<file path="config.mk">
export PLATFORM = sky130hd
export DESIGN_NAME = capture_compare_timer
export DESIGN_NICKNAME = d
export VERILOG_FILES = /design/src/core/capture_compare_timer.v /design/src/core/edge_detect.v /design/src/core/prescaler.v
export VERILOG_INCLUDE_DIRS = /design/src /design/src/core
export SDC_FILE = /design/constraint.sdc
export NUM_CORES = 1
export LEC_CHECK = 0
export BUFFER_PORTS_ARGS = -buffer_cell sky130_fd_sc_hd__buf_2
export CAP_MARGIN = 20
export CELL_PAD_IN_SITES_DETAIL_PLACEMENT = 0
export CELL_PAD_IN_SITES_GLOBAL_PLACEMENT = 2
export CORE_ASPECT_RATIO = 1.1
export CORE_MARGIN = 2
export CORE_UTILIZATION = 30
export DETAILED_ROUTE_END_ITERATION = 6
export GPL_ROUTABILITY_DRIVEN = 0
export PLACE_DENSITY = 0.71
export SLEW_MARGIN = 40
export SYNTH_ARGS = -nofsm -noshare
export SYNTH_HDL_FRONTEND = slang
export SYNTH_HIERARCHICAL = 1
export SYNTH_SLANG_ARGS = --single-unit
</file>
<file path="constraint.sdc">
create_clock -name clk -period 3.18 [get_ports clk]
set_clock_uncertainty 0.2 [all_clocks]
set_input_delay 0.477 -clock clk [delete_from_list [all_inputs] [get_ports clk]]
set_output_delay 0.477 -clock clk [all_outputs]
set_load 0.1 [all_outputs]
</file>
<file path="src/core/timer_regs.vh">
// Register offsets, field positions, reset values and timing counts
// Assumes inclusion by the timer core and its helper modules
`ifndef TIMER_REGS_VH
`define TIMER_REGS_VH

// ==========================================================
// Register byte offsets
`define OFS_COUNT_VALUE 12'h000
`define OFS_INTERVAL_COMPARE 12'h004
`define OFS_CAPTURE_OR_COMPARE 12'h008
`define OFS_CAPTURE 12'h00C
`define OFS_COUNTER_CONTROL 12'h010
`define OFS_PRESCALE_SELECT 12'h014
`define OFS_CC_CONTROL 12'h018
`define OFS_SAMPLING_SELECT 12'h01C
`define OFS_STATUS 12'h020

// ==========================================================
// Field positions
`define CTL_WIDTH_BIT 0
`define CTL_ENABLE_BIT 3
`define CC_CAPTURE_BIT 0
`define CC_CLR0_BIT 1
`define CC_CLR1_BIT 2
`define CC_CLRCAP_BIT 3
`define CC_BOTH_EDGE_BIT 4
`define CC_FALL_BIT 5
`define ST_OVF_BIT 0

// ==========================================================
// Reset values
`define RST_CONTROL 8'h00
`define RST_PRESCALE 4'h1
`define RST_CC_CONTROL 8'h00
`define RST_SAMPLING 2'h0
`define RST_COUNT 16'h0000

// ==========================================================
// Prescale selections (oscillator divided by 2^(sel+3)), edge filter sample count
`define PRESCALE_EXT 4'hF
`define PRESCALE_MAX 4'h8
`define EDGE_STABLE_SAMPLES 4

`endif

</file>
<file path="src/core/capture_compare_timer.v">
// Dual width capture/compare timer with an AXI4-Lite register slave
// Assumes one clock; the pin input is asynchronous
//
// What this block does
// - Counter steps on prescaler selected count clock
// - Control register enables counting, picks width
// - Reset clears counter, counting stays stopped
// - Counter readable only, width follows mode
// - Primary compare match raises first interrupt
// - Primary match triggers output, optionally clears
// - Primary compare readable, writable, width follows
// - Second register is compare or capture
// - Compare mode match interrupts, triggers, clears
// - Capture mode latches counter on edges
// - Minimum pulse width follows sampling clock
// - External mode counts one or both edges
// - Resolution from oscillator/8 to oscillator/2048
// - Enable from zero clears on first tick
// - Wrap sets overflow, software clears it
// - Match or capture clears on next tick
// - Capture register latches edges, resets zero
`timescale 1ns/1ps
`include "timer_regs.vh"

module capture_compare_timer (
	input wire clk,
	input wire nrst,
	input wire [11:0] s_axi_awaddr,
	input wire s_axi_awvalid,
	output wire s_axi_awready,
	input wire [31:0] s_axi_wdata,
	input wire [3:0] s_axi_wstrb,
	input wire s_axi_wvalid,
	output wire s_axi_wready,
	output reg [1:0] s_axi_bresp,
	output reg s_axi_bvalid,
	input wire s_axi_bready,
	input wire [11:0] s_axi_araddr,
	input wire s_axi_arvalid,
	output wire s_axi_arready,
	output reg [31:0] s_axi_rdata,
	output reg [1:0] s_axi_rresp,
	output reg s_axi_rvalid,
	input wire s_axi_rready,
	input wire ext_edge_input,
	output reg compare0_irq,
	output reg compare1_irq,
	output reg rto_trigger
);

// ==========================================================
// Registers
reg [15:0] up_counter_reg;
reg [15:0] up_counter_next;
reg [15:0] primary_compare_reg;
reg [15:0] capture_compare_reg;
reg [15:0] capture_reg;
reg [7:0] counter_control_reg;
reg [3:0] prescale_select_reg;
reg [7:0] capture_compare_control_reg;
reg [1:0] sampling_clock_select_reg;
reg overflow_flag_reg;
reg first_tick_reg;
reg clear_pend_reg;
reg [11:0] awaddr_reg;
reg aw_held_reg;
reg [31:0] wdata_reg;
reg [3:0] wstrb_reg;
reg w_held_reg;

wire count_tick;
wire int_tick;
wire edge_pulse;
wire enable;
wire wide;
wire capture_mode;
wire ext_mode;
wire [15:0] mask;
wire match0;
wire match1;
wire wrap;
wire do_write;
wire ovf_clear;

assign enable = counter_control_reg[`CTL_ENABLE_BIT];
assign wide = counter_control_reg[`CTL_WIDTH_BIT];
assign capture_mode = capture_compare_control_reg[`CC_CAPTURE_BIT];
assign ext_mode = (prescale_select_reg == `PRESCALE_EXT);
assign mask = wide ? 16'hFFFF : 16'h00FF;

// Byte lane merge for a 16 bit register
function [15:0] merge16;
	input [15:0] old;
	input [31:0] data;
	input [3:0] strb;
	begin
		merge16[7:0] = strb[0] ? data[7:0] : old[7:0];
		merge16[15:8] = strb[1] ? data[15:8] : old[15:8];
	end
endfunction

// ==========================================================
// Count clock sources
prescaler #(
	.DIV_W(12)
) u_prescaler (
	.clk(clk),
	.nrst(nrst),
	.sel(prescale_select_reg),
	.run(enable),
	.tick(int_tick)
);

edge_detect u_edge (
	.clk(clk),
	.nrst(nrst),
	.pin(ext_edge_input),
	.sample_sel(sampling_clock_select_reg),
	.both_edges(capture_compare_control_reg[`CC_BOTH_EDGE_BIT]),
	.falling(capture_compare_control_reg[`CC_FALL_BIT]),
	.edge_pulse(edge_pulse)
);

// External mode counts edges, else prescaled ticks
assign count_tick = enable & (ext_mode ? edge_pulse : int_tick);
assign wrap = ((up_counter_reg & mask) == mask) & count_tick;

// Matches seen only as the counter steps, masked to width
assign match0 = enable & count_tick & ~first_tick_reg &
	(((up_counter_next ^ primary_compare_reg) & mask) == 16'h0000);
assign match1 = enable & count_tick & ~first_tick_reg & ~capture_mode &
	(((up_counter_next ^ capture_compare_reg) & mask) == 16'h0000);

// ==========================================================
// Next counter value
always @* begin
	if (first_tick_reg || clear_pend_reg)
		up_counter_next = 16'h0000;
	else
		up_counter_next = (up_counter_reg + 16'h0001) & mask;
end

// ==========================================================
// Counter, clear pending, capture and event outputs
always @(posedge clk) begin
	if (!nrst) begin
		up_counter_reg <= `RST_COUNT;
		first_tick_reg <= 1'b0;
		clear_pend_reg <= 1'b0;
		capture_reg <= 16'h0000;
		compare0_irq <= 1'b0;
		compare1_irq <= 1'b0;
		rto_trigger <= 1'b0;
		overflow_flag_reg <= 1'b0;
	end else begin
		compare0_irq <= match0;
		compare1_irq <= match1;
		rto_trigger <= match0 | match1;
		if (!enable) begin
			up_counter_reg <= 16'h0000;
			first_tick_reg <= 1'b1;
			clear_pend_reg <= 1'b0;
		end else if (count_tick) begin
			up_counter_reg <= up_counter_next;
			first_tick_reg <= 1'b0;
			clear_pend_reg <=
				(match0 & capture_compare_control_reg[`CC_CLR0_BIT]) |
				(match1 & capture_compare_control_reg[`CC_CLR1_BIT]);
		end
		// Capture on edge; clear request waits for next tick
		if (enable && edge_pulse) begin
			capture_reg <= up_counter_reg & mask;
			if (capture_mode &&
				capture_compare_control_reg[`CC_CLRCAP_BIT])
				clear_pend_reg <= 1'b1;
		end
		// Hardware set wins over software clear
		if (wrap && !first_tick_reg && !clear_pend_reg)
			overflow_flag_reg <= 1'b1;
		else if (ovf_clear)
			overflow_flag_reg <= 1'b0;
	end
end

// ==========================================================
// AXI write channel holding
assign s_axi_awready = ~aw_held_reg & ~s_axi_bvalid;
assign s_axi_wready = ~w_held_reg & ~s_axi_bvalid;
assign do_write = aw_held_reg & w_held_reg;
assign ovf_clear = do_write & (awaddr_reg == `OFS_STATUS) &
	wstrb_reg[0] & wdata_reg[`ST_OVF_BIT];

always @(posedge clk) begin
	if (!nrst) begin
		aw_held_reg <= 1'b0;
		w_held_reg <= 1'b0;
		awaddr_reg <= 12'h000;
		wdata_reg <= 32'h00000000;
		wstrb_reg <= 4'h0;
		s_axi_bvalid <= 1'b0;
		s_axi_bresp <= 2'h0;
	end else begin
		if (s_axi_awvalid && s_axi_awready) begin
			aw_held_reg <= 1'b1;
			awaddr_reg <= {s_axi_awaddr[11:2], 2'b00};
		end
		if (s_axi_wvalid && s_axi_wready) begin
			w_held_reg <= 1'b1;
			wdata_reg <= s_axi_wdata;
			wstrb_reg <= s_axi_wstrb;
		end
		if (do_write) begin
			aw_held_reg <= 1'b0;
			w_held_reg <= 1'b0;
			s_axi_bvalid <= 1'b1;
			if (awaddr_reg == `OFS_COUNT_VALUE ||
				awaddr_reg > `OFS_STATUS)
				s_axi_bresp <= 2'h2;
			else
				s_axi_bresp <= 2'h0;
		end else if (s_axi_bvalid && s_axi_bready)
			s_axi_bvalid <= 1'b0;
	end
end

// ==========================================================
// Register writes
always @(posedge clk) begin
	if (!nrst) begin
		counter_control_reg <= `RST_CONTROL;
		prescale_select_reg <= `RST_PRESCALE;
		capture_compare_control_reg <= `RST_CC_CONTROL;
		sampling_clock_select_reg <= `RST_SAMPLING;
		primary_compare_reg <= 16'h0000;
		capture_compare_reg <= 16'h0000;
	end else begin
		if (do_write && wstrb_reg[0]) begin
			if (awaddr_reg == `OFS_COUNTER_CONTROL)
				counter_control_reg <= wdata_reg[7:0];
			else if (awaddr_reg == `OFS_PRESCALE_SELECT)
				prescale_select_reg <= wdata_reg[3:0];
			else if (awaddr_reg == `OFS_CC_CONTROL)
				capture_compare_control_reg <= wdata_reg[7:0];
			else if (awaddr_reg == `OFS_SAMPLING_SELECT)
				sampling_clock_select_reg <= wdata_reg[1:0];
		end
		if (do_write && awaddr_reg == `OFS_INTERVAL_COMPARE)
			primary_compare_reg <= merge16(primary_compare_reg,
				wdata_reg, wstrb_reg);
		// Capture in capture mode overrides a software write
		if (capture_mode && enable && edge_pulse)
			capture_compare_reg <= up_counter_reg & mask;
		else if (do_write && awaddr_reg == `OFS_CAPTURE_OR_COMPARE)
			capture_compare_reg <= merge16(capture_compare_reg,
				wdata_reg, wstrb_reg);
	end
end

// ==========================================================
// AXI read channel, one cycle answer
assign s_axi_arready = ~s_axi_rvalid;

always @(posedge clk) begin
	if (!nrst) begin
		s_axi_rvalid <= 1'b0;
		s_axi_rdata <= 32'h00000000;
		s_axi_rresp <= 2'h0;
	end else if (s_axi_arvalid && s_axi_arready) begin
		s_axi_rvalid <= 1'b1;
		s_axi_rresp <= 2'h0;
		if (s_axi_araddr[11:2] == `OFS_COUNT_VALUE >> 2)
			s_axi_rdata <= {16'h0000, up_counter_reg & mask};
		else if (s_axi_araddr[11:2] == `OFS_INTERVAL_COMPARE >> 2)
			s_axi_rdata <= {16'h0000, primary_compare_reg & mask};
		else if (s_axi_araddr[11:2] == `OFS_CAPTURE_OR_COMPARE >> 2)
			s_axi_rdata <= {16'h0000, capture_compare_reg & mask};
		else if (s_axi_araddr[11:2] == `OFS_CAPTURE >> 2)
			s_axi_rdata <= {16'h0000, capture_reg & mask};
		else if (s_axi_araddr[11:2] == `OFS_COUNTER_CONTROL >> 2)
			s_axi_rdata <= {24'h000000, counter_control_reg};
		else if (s_axi_araddr[11:2] == `OFS_PRESCALE_SELECT >> 2)
			s_axi_rdata <= {28'h0000000, prescale_select_reg};
		else if (s_axi_araddr[11:2] == `OFS_CC_CONTROL >> 2)
			s_axi_rdata <= {24'h000000, capture_compare_control_reg};
		else if (s_axi_araddr[11:2] == `OFS_SAMPLING_SELECT >> 2)
			s_axi_rdata <= {30'h00000000, sampling_clock_select_reg};
		else if (s_axi_araddr[11:2] == `OFS_STATUS >> 2)
			s_axi_rdata <= {31'h00000000, overflow_flag_reg};
		else begin
			s_axi_rdata <= 32'h00000000;
			s_axi_rresp <= 2'h2;
		end
	end else if (s_axi_rvalid && s_axi_rready)
		s_axi_rvalid <= 1'b0;
end

endmodule // capture_compare_timer

</file>
<file path="src/core/edge_detect.v">
// Synchroniser, sampled noise filter and edge detector for the input pin
// Assumes pin is asynchronous to clk
`timescale 1ns/1ps
`include "timer_regs.vh"

module edge_detect (
	input wire clk,
	input wire nrst,
	input wire pin,
	input wire [1:0] sample_sel,
	input wire both_edges,
	input wire falling,
	output reg edge_pulse
);

reg sync1_reg;
reg sync2_reg;
reg [7:0] samp_reg;
reg [2:0] cnt_reg;
reg level_reg;
wire samp_tick;

// Sampling strobe: every clock, or every 64, 128 or 256 clocks
assign samp_tick = (sample_sel == 2'h0) ? 1'b1 :
	(sample_sel == 2'h1) ? (samp_reg[5:0] == 6'h00) :
	(sample_sel == 2'h2) ? (samp_reg[6:0] == 7'h00) :
	(samp_reg[7:0] == 8'h00);

// ==========================================================
// Two flop synchroniser, level held stable four samples
always @(posedge clk) begin
	if (!nrst) begin
		sync1_reg <= 1'b0;
		sync2_reg <= 1'b0;
		samp_reg <= 8'h00;
		cnt_reg <= 3'h0;
		level_reg <= 1'b0;
		edge_pulse <= 1'b0;
	end else begin
		sync1_reg <= pin;
		sync2_reg <= sync1_reg;
		samp_reg <= samp_reg + 8'h01;
		edge_pulse <= 1'b0;
		if (samp_tick) begin
			if (sync2_reg == level_reg)
				cnt_reg <= 3'h0;
			else if (cnt_reg == `EDGE_STABLE_SAMPLES - 1) begin
				cnt_reg <= 3'h0;
				level_reg <= sync2_reg;
				edge_pulse <= both_edges | (sync2_reg ^ falling);
			end else
				cnt_reg <= cnt_reg + 3'h1;
		end
	end
end

endmodule // edge_detect

</file>
<file path="src/core/prescaler.v">
// Free running divider giving the internal count clock strobe
// Assumes the system clock stands in for the oscillator
`timescale 1ns/1ps
`include "timer_regs.vh"

module prescaler #(
	parameter DIV_W = 12
) (
	input wire clk,
	input wire nrst,
	input wire [3:0] sel,
	input wire run,
	output reg tick
);

reg [DIV_W-1:0] div_reg;
wire [DIV_W-1:0] div_next;
wire [DIV_W-1:0] one_val;
reg [3:0] shift;

// Selection to exponent, clamped to oscillator/1024 above PRESCALE_MAX
always @* begin
	if (sel > `PRESCALE_MAX)
		shift = 4'hA;
	else
		shift = sel + 4'h3;
end

// Constant one at the divider's own width
assign one_val = {{(DIV_W-1){1'b0}}, 1'b1};
assign div_next = div_reg + one_val;

// ==========================================================
// Divider restarts while stopped
always @(posedge clk) begin
	if (!nrst || !run) begin
		div_reg <= {DIV_W{1'b0}};
		tick <= 1'b0;
	end else begin
		div_reg <= div_next;
		tick <= (div_next & ((one_val << shift) - one_val)) ==
			{DIV_W{1'b0}};
	end
end

endmodule // prescaler

</file>
# ---- After elaboration in Yosys (flattened, before gate mapping)
# Index checks and enable logic that the tools add are counted.
dict set report op_classes {
  n_shift 1
  order_cmp 2
  multipliers 0
  n_reduce_logical 48
  n_bitwise 42
  div 0
  add_sub_neg 6
  n_mux 44
  n_eq_ne 22
}
# operator n
set op_table {}
lappend op_table {{16-bit two-way mux} 8}
lappend op_table {{16-bit bitwise AND} 7}
lappend op_table {{10-bit by 3-bit equality test with 1-bit output, second input constant} 8}
lappend op_table {{8-bit two-way mux} 5}
lappend op_table {{16-bit zero test} 2}
lappend op_table {{16-bit XOR} 2}
lappend op_table {{10-bit by 2-bit equality test with 1-bit output, second input constant} 3}
lappend op_table {{12-bit zero test} 2}
lappend op_table {{2-bit two-way mux} 11}
lappend op_table {{10-bit by 1-bit equality test with 1-bit output, second input constant} 2}
lappend op_table {{10-bit by 4-bit equality test with 1-bit output, second input constant} 2}
lappend op_table {{1-bit two-way mux} 17}
lappend op_table {{16-bit by 1-bit adder with 16-bit output, second input constant} 1}
lappend op_table {{16-bit equality test} 1}
lappend op_table {{1-bit bitwise AND} 15}
lappend op_table {{1-bit logical AND} 14}
lappend op_table {{1-bit inverter} 13}
lappend op_table {{12-bit by 1-bit adder with 12-bit output, second input constant} 1}
lappend op_table {{12-bit bitwise AND} 1}
lappend op_table {{12-bit by 6-bit greater-than comparator with 1-bit output, second input constant} 1}
lappend op_table {{2-bit AND reduction} 6}
lappend op_table {{2-bit nonzero test} 6}
lappend op_table {{1-bit by 4-bit left shift with 12-bit output, first input constant} 1}
lappend op_table {{12-bit by 1-bit subtractor with 12-bit output, second input constant} 1}
lappend op_table {{26 further kinds} 35}
dict set report totals {
  mem_bits_ro 0
  ramBits 0
  latchBits 0
  out_inout_bits 44
  in_bits 68
  register_bits 188
  word_cells 199
  mem_count 0
}

# ---- Depth between registers and ports, before layout
dict set report logic_depth {
  ltp_word 13
  mapped_depth 15
  depth_no_buf 12
}

# ---- By module
# Netlist, hierarchy kept.
# mod seq_area_each_um2 area_per_inst_um2 cells_each instances
set modules_own_cells {}
lappend modules_own_cells {capture_compare_timer 2842.7 7450.9 885 1}
lappend modules_own_cells {prescaler 260.2 1019.7 125 1}
lappend modules_own_cells {edge_detect 300.3 693.2 69 1}

# ---- Least setup slack after synthesis
# OpenSTA, ideal clock, no wires.
dict set report synth_path {
  kind {register to register}
  start {register s_axi_bvalid}
  end {register wdata_reg[7]}
  path_stages_with_launch 7
  required_time_ps 2904
  setup_time_ps 76
  synth_period_minus_slack_ps 3380
  path_buffers 2
  path_slack_ps -200
  t_arrival_ps 3105
  path_cell_list {dfxtp_1 > nor2_1 > and2_1 > clkbuf_1 > clkbuf_1 > nand2_1 > a21boi_0}
}
dict set report synth_between {
  elab_chain_cells 3
}
# element line
set synth_rtl {}
lappend synth_rtl {{start: declaration} capture_compare_timer.v:36} ;# output reg s_axi_bvalid,
lappend synth_rtl {{start signal: assignment} capture_compare_timer.v:200} ;# s_axi_bvalid <= 1'b0;
lappend synth_rtl {{start signal: assignment} capture_compare_timer.v:215} ;# s_axi_bvalid <= 1'b1;
lappend synth_rtl {{start signal: assignment} capture_compare_timer.v:222} ;# s_axi_bvalid <= 1'b0;
lappend synth_rtl {{1-bit inverter} capture_compare_timer.v:188} ;# assign s_axi_wready = ~w_held_reg & ~s_axi_bvalid;
lappend synth_rtl {{1-bit bitwise AND} capture_compare_timer.v:188}
lappend synth_rtl {{named net s_axi_wready} capture_compare_timer.v:34} ;# output wire s_axi_wready,
lappend synth_rtl {{1-bit logical AND} capture_compare_timer.v:207} ;# if (s_axi_wvalid && s_axi_wready) begin
lappend synth_rtl {{end signal: assignment} capture_compare_timer.v:209} ;# wdata_reg <= s_axi_wdata;
lappend synth_rtl {{end: declaration} capture_compare_timer.v:67} ;# reg [31:0] wdata_reg;
# The timed path passes the listed nets, and every way through them passes these cells.
# A chain may end at the register's enable or synchronous reset.

# ---- Worst setup path in the final report
dict set report layout_path {
  start {register up_counter_reg[1]}
  end {register clear_pend_reg}
}
dict set report layout_between {
  elab_chain_cells 13
  elab_cells_between_ends 18
  classes_between {add/sub: 1; mux: 5; bitwise: 10; reduce/logical: 2}
}
# element line
set layout_rtl {}
lappend layout_rtl {{start: declaration} capture_compare_timer.v:53} ;# reg [15:0] up_counter_reg;
lappend layout_rtl {{start signal: assignment} capture_compare_timer.v:147} ;# up_counter_reg <= `RST_COUNT;
lappend layout_rtl {{start signal: assignment} capture_compare_timer.v:164} ;# up_counter_reg <= up_counter_next;
lappend layout_rtl {{16-bit by 1-bit adder with 16-bit output *} capture_compare_timer.v:140} ;# up_counter_next = (up_counter_reg + 16'h0001) & mask;
lappend layout_rtl {{16-bit bitwise AND *} capture_compare_timer.v:140}
lappend layout_rtl {{16-bit two-way mux *} capture_compare_timer.v:137} ;# if (first_tick_reg || clear_pend_reg)
lappend layout_rtl {{16-bit XOR, on equally long branches} {capture_compare_timer.v:130, capture_compare_timer.v:132}}
lappend layout_rtl {{16-bit bitwise AND, on equally long branches} {capture_compare_timer.v:130, capture_compare_timer.v:132}}
lappend layout_rtl {{16-bit zero test, on equally long branches} {capture_compare_timer.v:130, capture_compare_timer.v:132}}
lappend layout_rtl {{1-bit bitwise AND, on equally long branches} {capture_compare_timer.v:129, capture_compare_timer.v:131}}
lappend layout_rtl {{1-bit bitwise AND, on equally long branches} {capture_compare_timer.v:167, capture_compare_timer.v:168}}
lappend layout_rtl {{1-bit OR *} capture_compare_timer.v:167} ;# (match0 & capture_compare_control_reg[`CC_CLR0_BIT]) |
lappend layout_rtl {{1-bit two-way mux *} capture_compare_timer.v:163} ;# end else if (count_tick) begin
lappend layout_rtl {{1-bit two-way mux *} capture_compare_timer.v:159} ;# if (!enable) begin
lappend layout_rtl {{1-bit two-way mux} capture_compare_timer.v:173} ;# if (capture_mode &&
lappend layout_rtl {{1-bit two-way mux *} capture_compare_timer.v:171} ;# if (enable && edge_pulse) begin
lappend layout_rtl {{end signal: assignment} capture_compare_timer.v:166} ;# clear_pend_reg <=
lappend layout_rtl {{end: declaration} capture_compare_timer.v:64} ;# reg clear_pend_reg;
# Mark *: on every way between the ends. The rest lies on a longest branch, timed or not.

==> out/metrics.cfg <==
[detailed_routing]
wire_per_inst_um = 16.9
postRouteAntennaNets = 0
drt-initial-drc-count = 437
dr.pass1.iters = 5
vias_per_cell = 4.93
vias = 7775
routed_wl_mm = 26.6
drc = 0

[clocking]
cts-root-buf = clkbuf_16
postCtsHoldBufs = 0
clk_pin_slew_ns = 0.06
clk_latency_ns = 0.45
cts_buffer_depth = 2
h-tree-depth = 4
tritoncts = built
cts_buffers = 17
cts_resized = 0
post-cts-setup-buffer-count = 0
cts_sinks = 170

[global_routing]
grt_pass1_wl_mm = 41.9
grt_max_degree = 80
grt_pass1_vias = 7343
track_usage_pct = 16.8
grt_antenna_before_repair = 0
grt_overflow = 0

[pwr]
p_per_area_mw_per_mm2 = 461
p_leak_nw = 4.02
peakVddDrop_v = 0.000396
finalPower_mw = 4.93

[logic_synthesis]
netlist_area_mm2 = 0.00916
synthTopCellsByArea = dfxtp_1 37%, nand2_1 7.0%, mux2i_1 5.2%, a21boi_0 4.8%, nor2b_1 2.8%
synth_warnings = 6
ys_top_cells_by_count = 170 x dfxtp_1, 170 x nand2_1, 64 x nor2_1, 59 x a21boi_0, 51 x clkbuf_1
synth-seq-cells = 170
synth_edf_count = 0
yosys.area.top_type_share_pct = 37.1
ys.flop_type = dfxtp_1
avgSynthCellArea_um2 = 8.49
ys_types = 86
synthArstFlopShare_pct = 0
synth_area_leader_cell = dfxtp_1
ys_seq_area_share_pct = 37.1
synth_cells = 1079

[outcome]
status = finished clean

[setup_path]
critPathMaxFanout = 12
critPathKind = reg2reg
start_kind = flip-flop
crit_arrival_ns = 3.08
worst_ep_required_time_ns = 3.35
worstSetupEndpointType = flip-flop

[finish]
nets = 1224
layout-drive-gt1-share_pct = 16.8
seq_area_mm2 = 0.00340
multiInputGateArea_mm2 = 0.00529
syn_to_final_growth_pct = 16.6
diodes = 0
n_fill_cell = 3210

[timing]
timing.hold.ws_ns = 0.0315
tns_ns = 0
setup_viol = 0
relSlewSlack_pct = 51.4
min_period_ns = 2.92
finalCritPeriodShare_pct = 91.7
max_freq_mhz = 343
slew_violations = 0
grt_setup_unrepaired = false
worst_pin_slew_ns = 0.729
hold_violations = 0

[floorplanning]
io_pins = 112
fp.dieW_um = 171
coreArea_mm2 = 0.0303
die_h_um = 187
die_area_mm2 = 0.0320
initial_utilization_pct = 30.3
rows = 67

[place]
place_hpwl_mm = 19.2
port_buffers = 71

[worst_hold_path]
hold_path_class = in2reg

[job]
drv_cap = 0

==> per-layer routing <==
metal | part of all wire [%] | vias up | GRT usage [%]
met5 | 0 | - | 0
met2 | 45 | 157 | 25.9
li1 | - | 3922 | -
met1 | 51 | 3678 | 24.0
met3 | 3.5 | 18 | 2.43
met4 | 1.2 | 0 | 5.06
==> area by class of cell <==
cell class,instances,share of cell area [%]
inverter,13,0.457
timing repair buffer,127,7.29
clock inverter,13,1.77
sequential,170,31.9
multi-input combinational,820,49.5
tap,414,4.85
clock buffer,19,4.24
==> logic make-up after synthesis <==
kind of cell	Yosys count	synth area share, %
AO/OA/AOI/OAI	240	19.5
XOR/XNOR	48	4.89
adder cells (fa/ha/maj)	7	0.956
buffers and inverters	106	5.83
flip-flops	170	37.1
multiplexers	51	5.73
other	1	0.0409
AND/OR/NAND/NOR	456	25.9
==> where the power goes <==
group          switching, mW  internal (mW)
clock network          0.928           1.36
logic                  0.313          0.102
registers             0.0499           2.17
==> final timing paths <==
kind / start / end / slack, ns / cells after the start
worst min register to register: u_edge/sync1_reg$_SDFF_PN0_ / u_edge/sync2_reg$_SDFF_PN0_ / 0.24 / 1
worst max register to register: up_counter_reg[1]$_SDFFE_PN0P_ / clear_pend_reg$_SDFF_PN0_ / 0.26 / 11
worst min-delay path: ext_edge_input / u_edge/sync1_reg$_SDFF_PN0_ / 0.03 / 2
worst max-delay path: up_counter_reg[1]$_SDFFE_PN0P_ / clear_pend_reg$_SDFF_PN0_ / 0.26 / 11
==> critical path, stage by stage (launching register included) <==
cell	delay, ns
dfxtp_1	0.37
ha_1	0.20
nand3_2	0.08
buf_4	0.19
nor4_1	0.32
mux2i_1	0.33
xor2_1	0.17
nand4_1	0.15
o41ai_2	0.37
buf_4	0.19
nand3_1	0.09
a41oi_2	0.19
==> layout by cell type, fill, tap and decap left out, types with 19 or more instances in the layout <==
cell type / n
nand2_1: 170
dfxtp_1: 170
buf_2: 70
nor2_1: 63
a21boi_0: 59
buf_4: 57
mux2i_1: 48
nor2b_1: 41
nand3_1: 38
o21ai_0: 35
a21oi_1: 33
xnor2_1: 27
and2_1: 24
nand4_1: 19
xor2_1: 19
o211a_1: 19
==> through the flow <==
stage	cell area (um^2)	util [%]	std cells	worst slack (ns)
floorplan	9230	-	1096	0.0610
global placement	10000	33.2	1544	0.257
detailed placement	10000	33.2	1544	0.261
CTS	10700	35.3	1576	0.235
global route	10700	35.3	1576	0.0322
finish	10700	35.3	1576	0.264
Power figures use the tool's default switching activity.
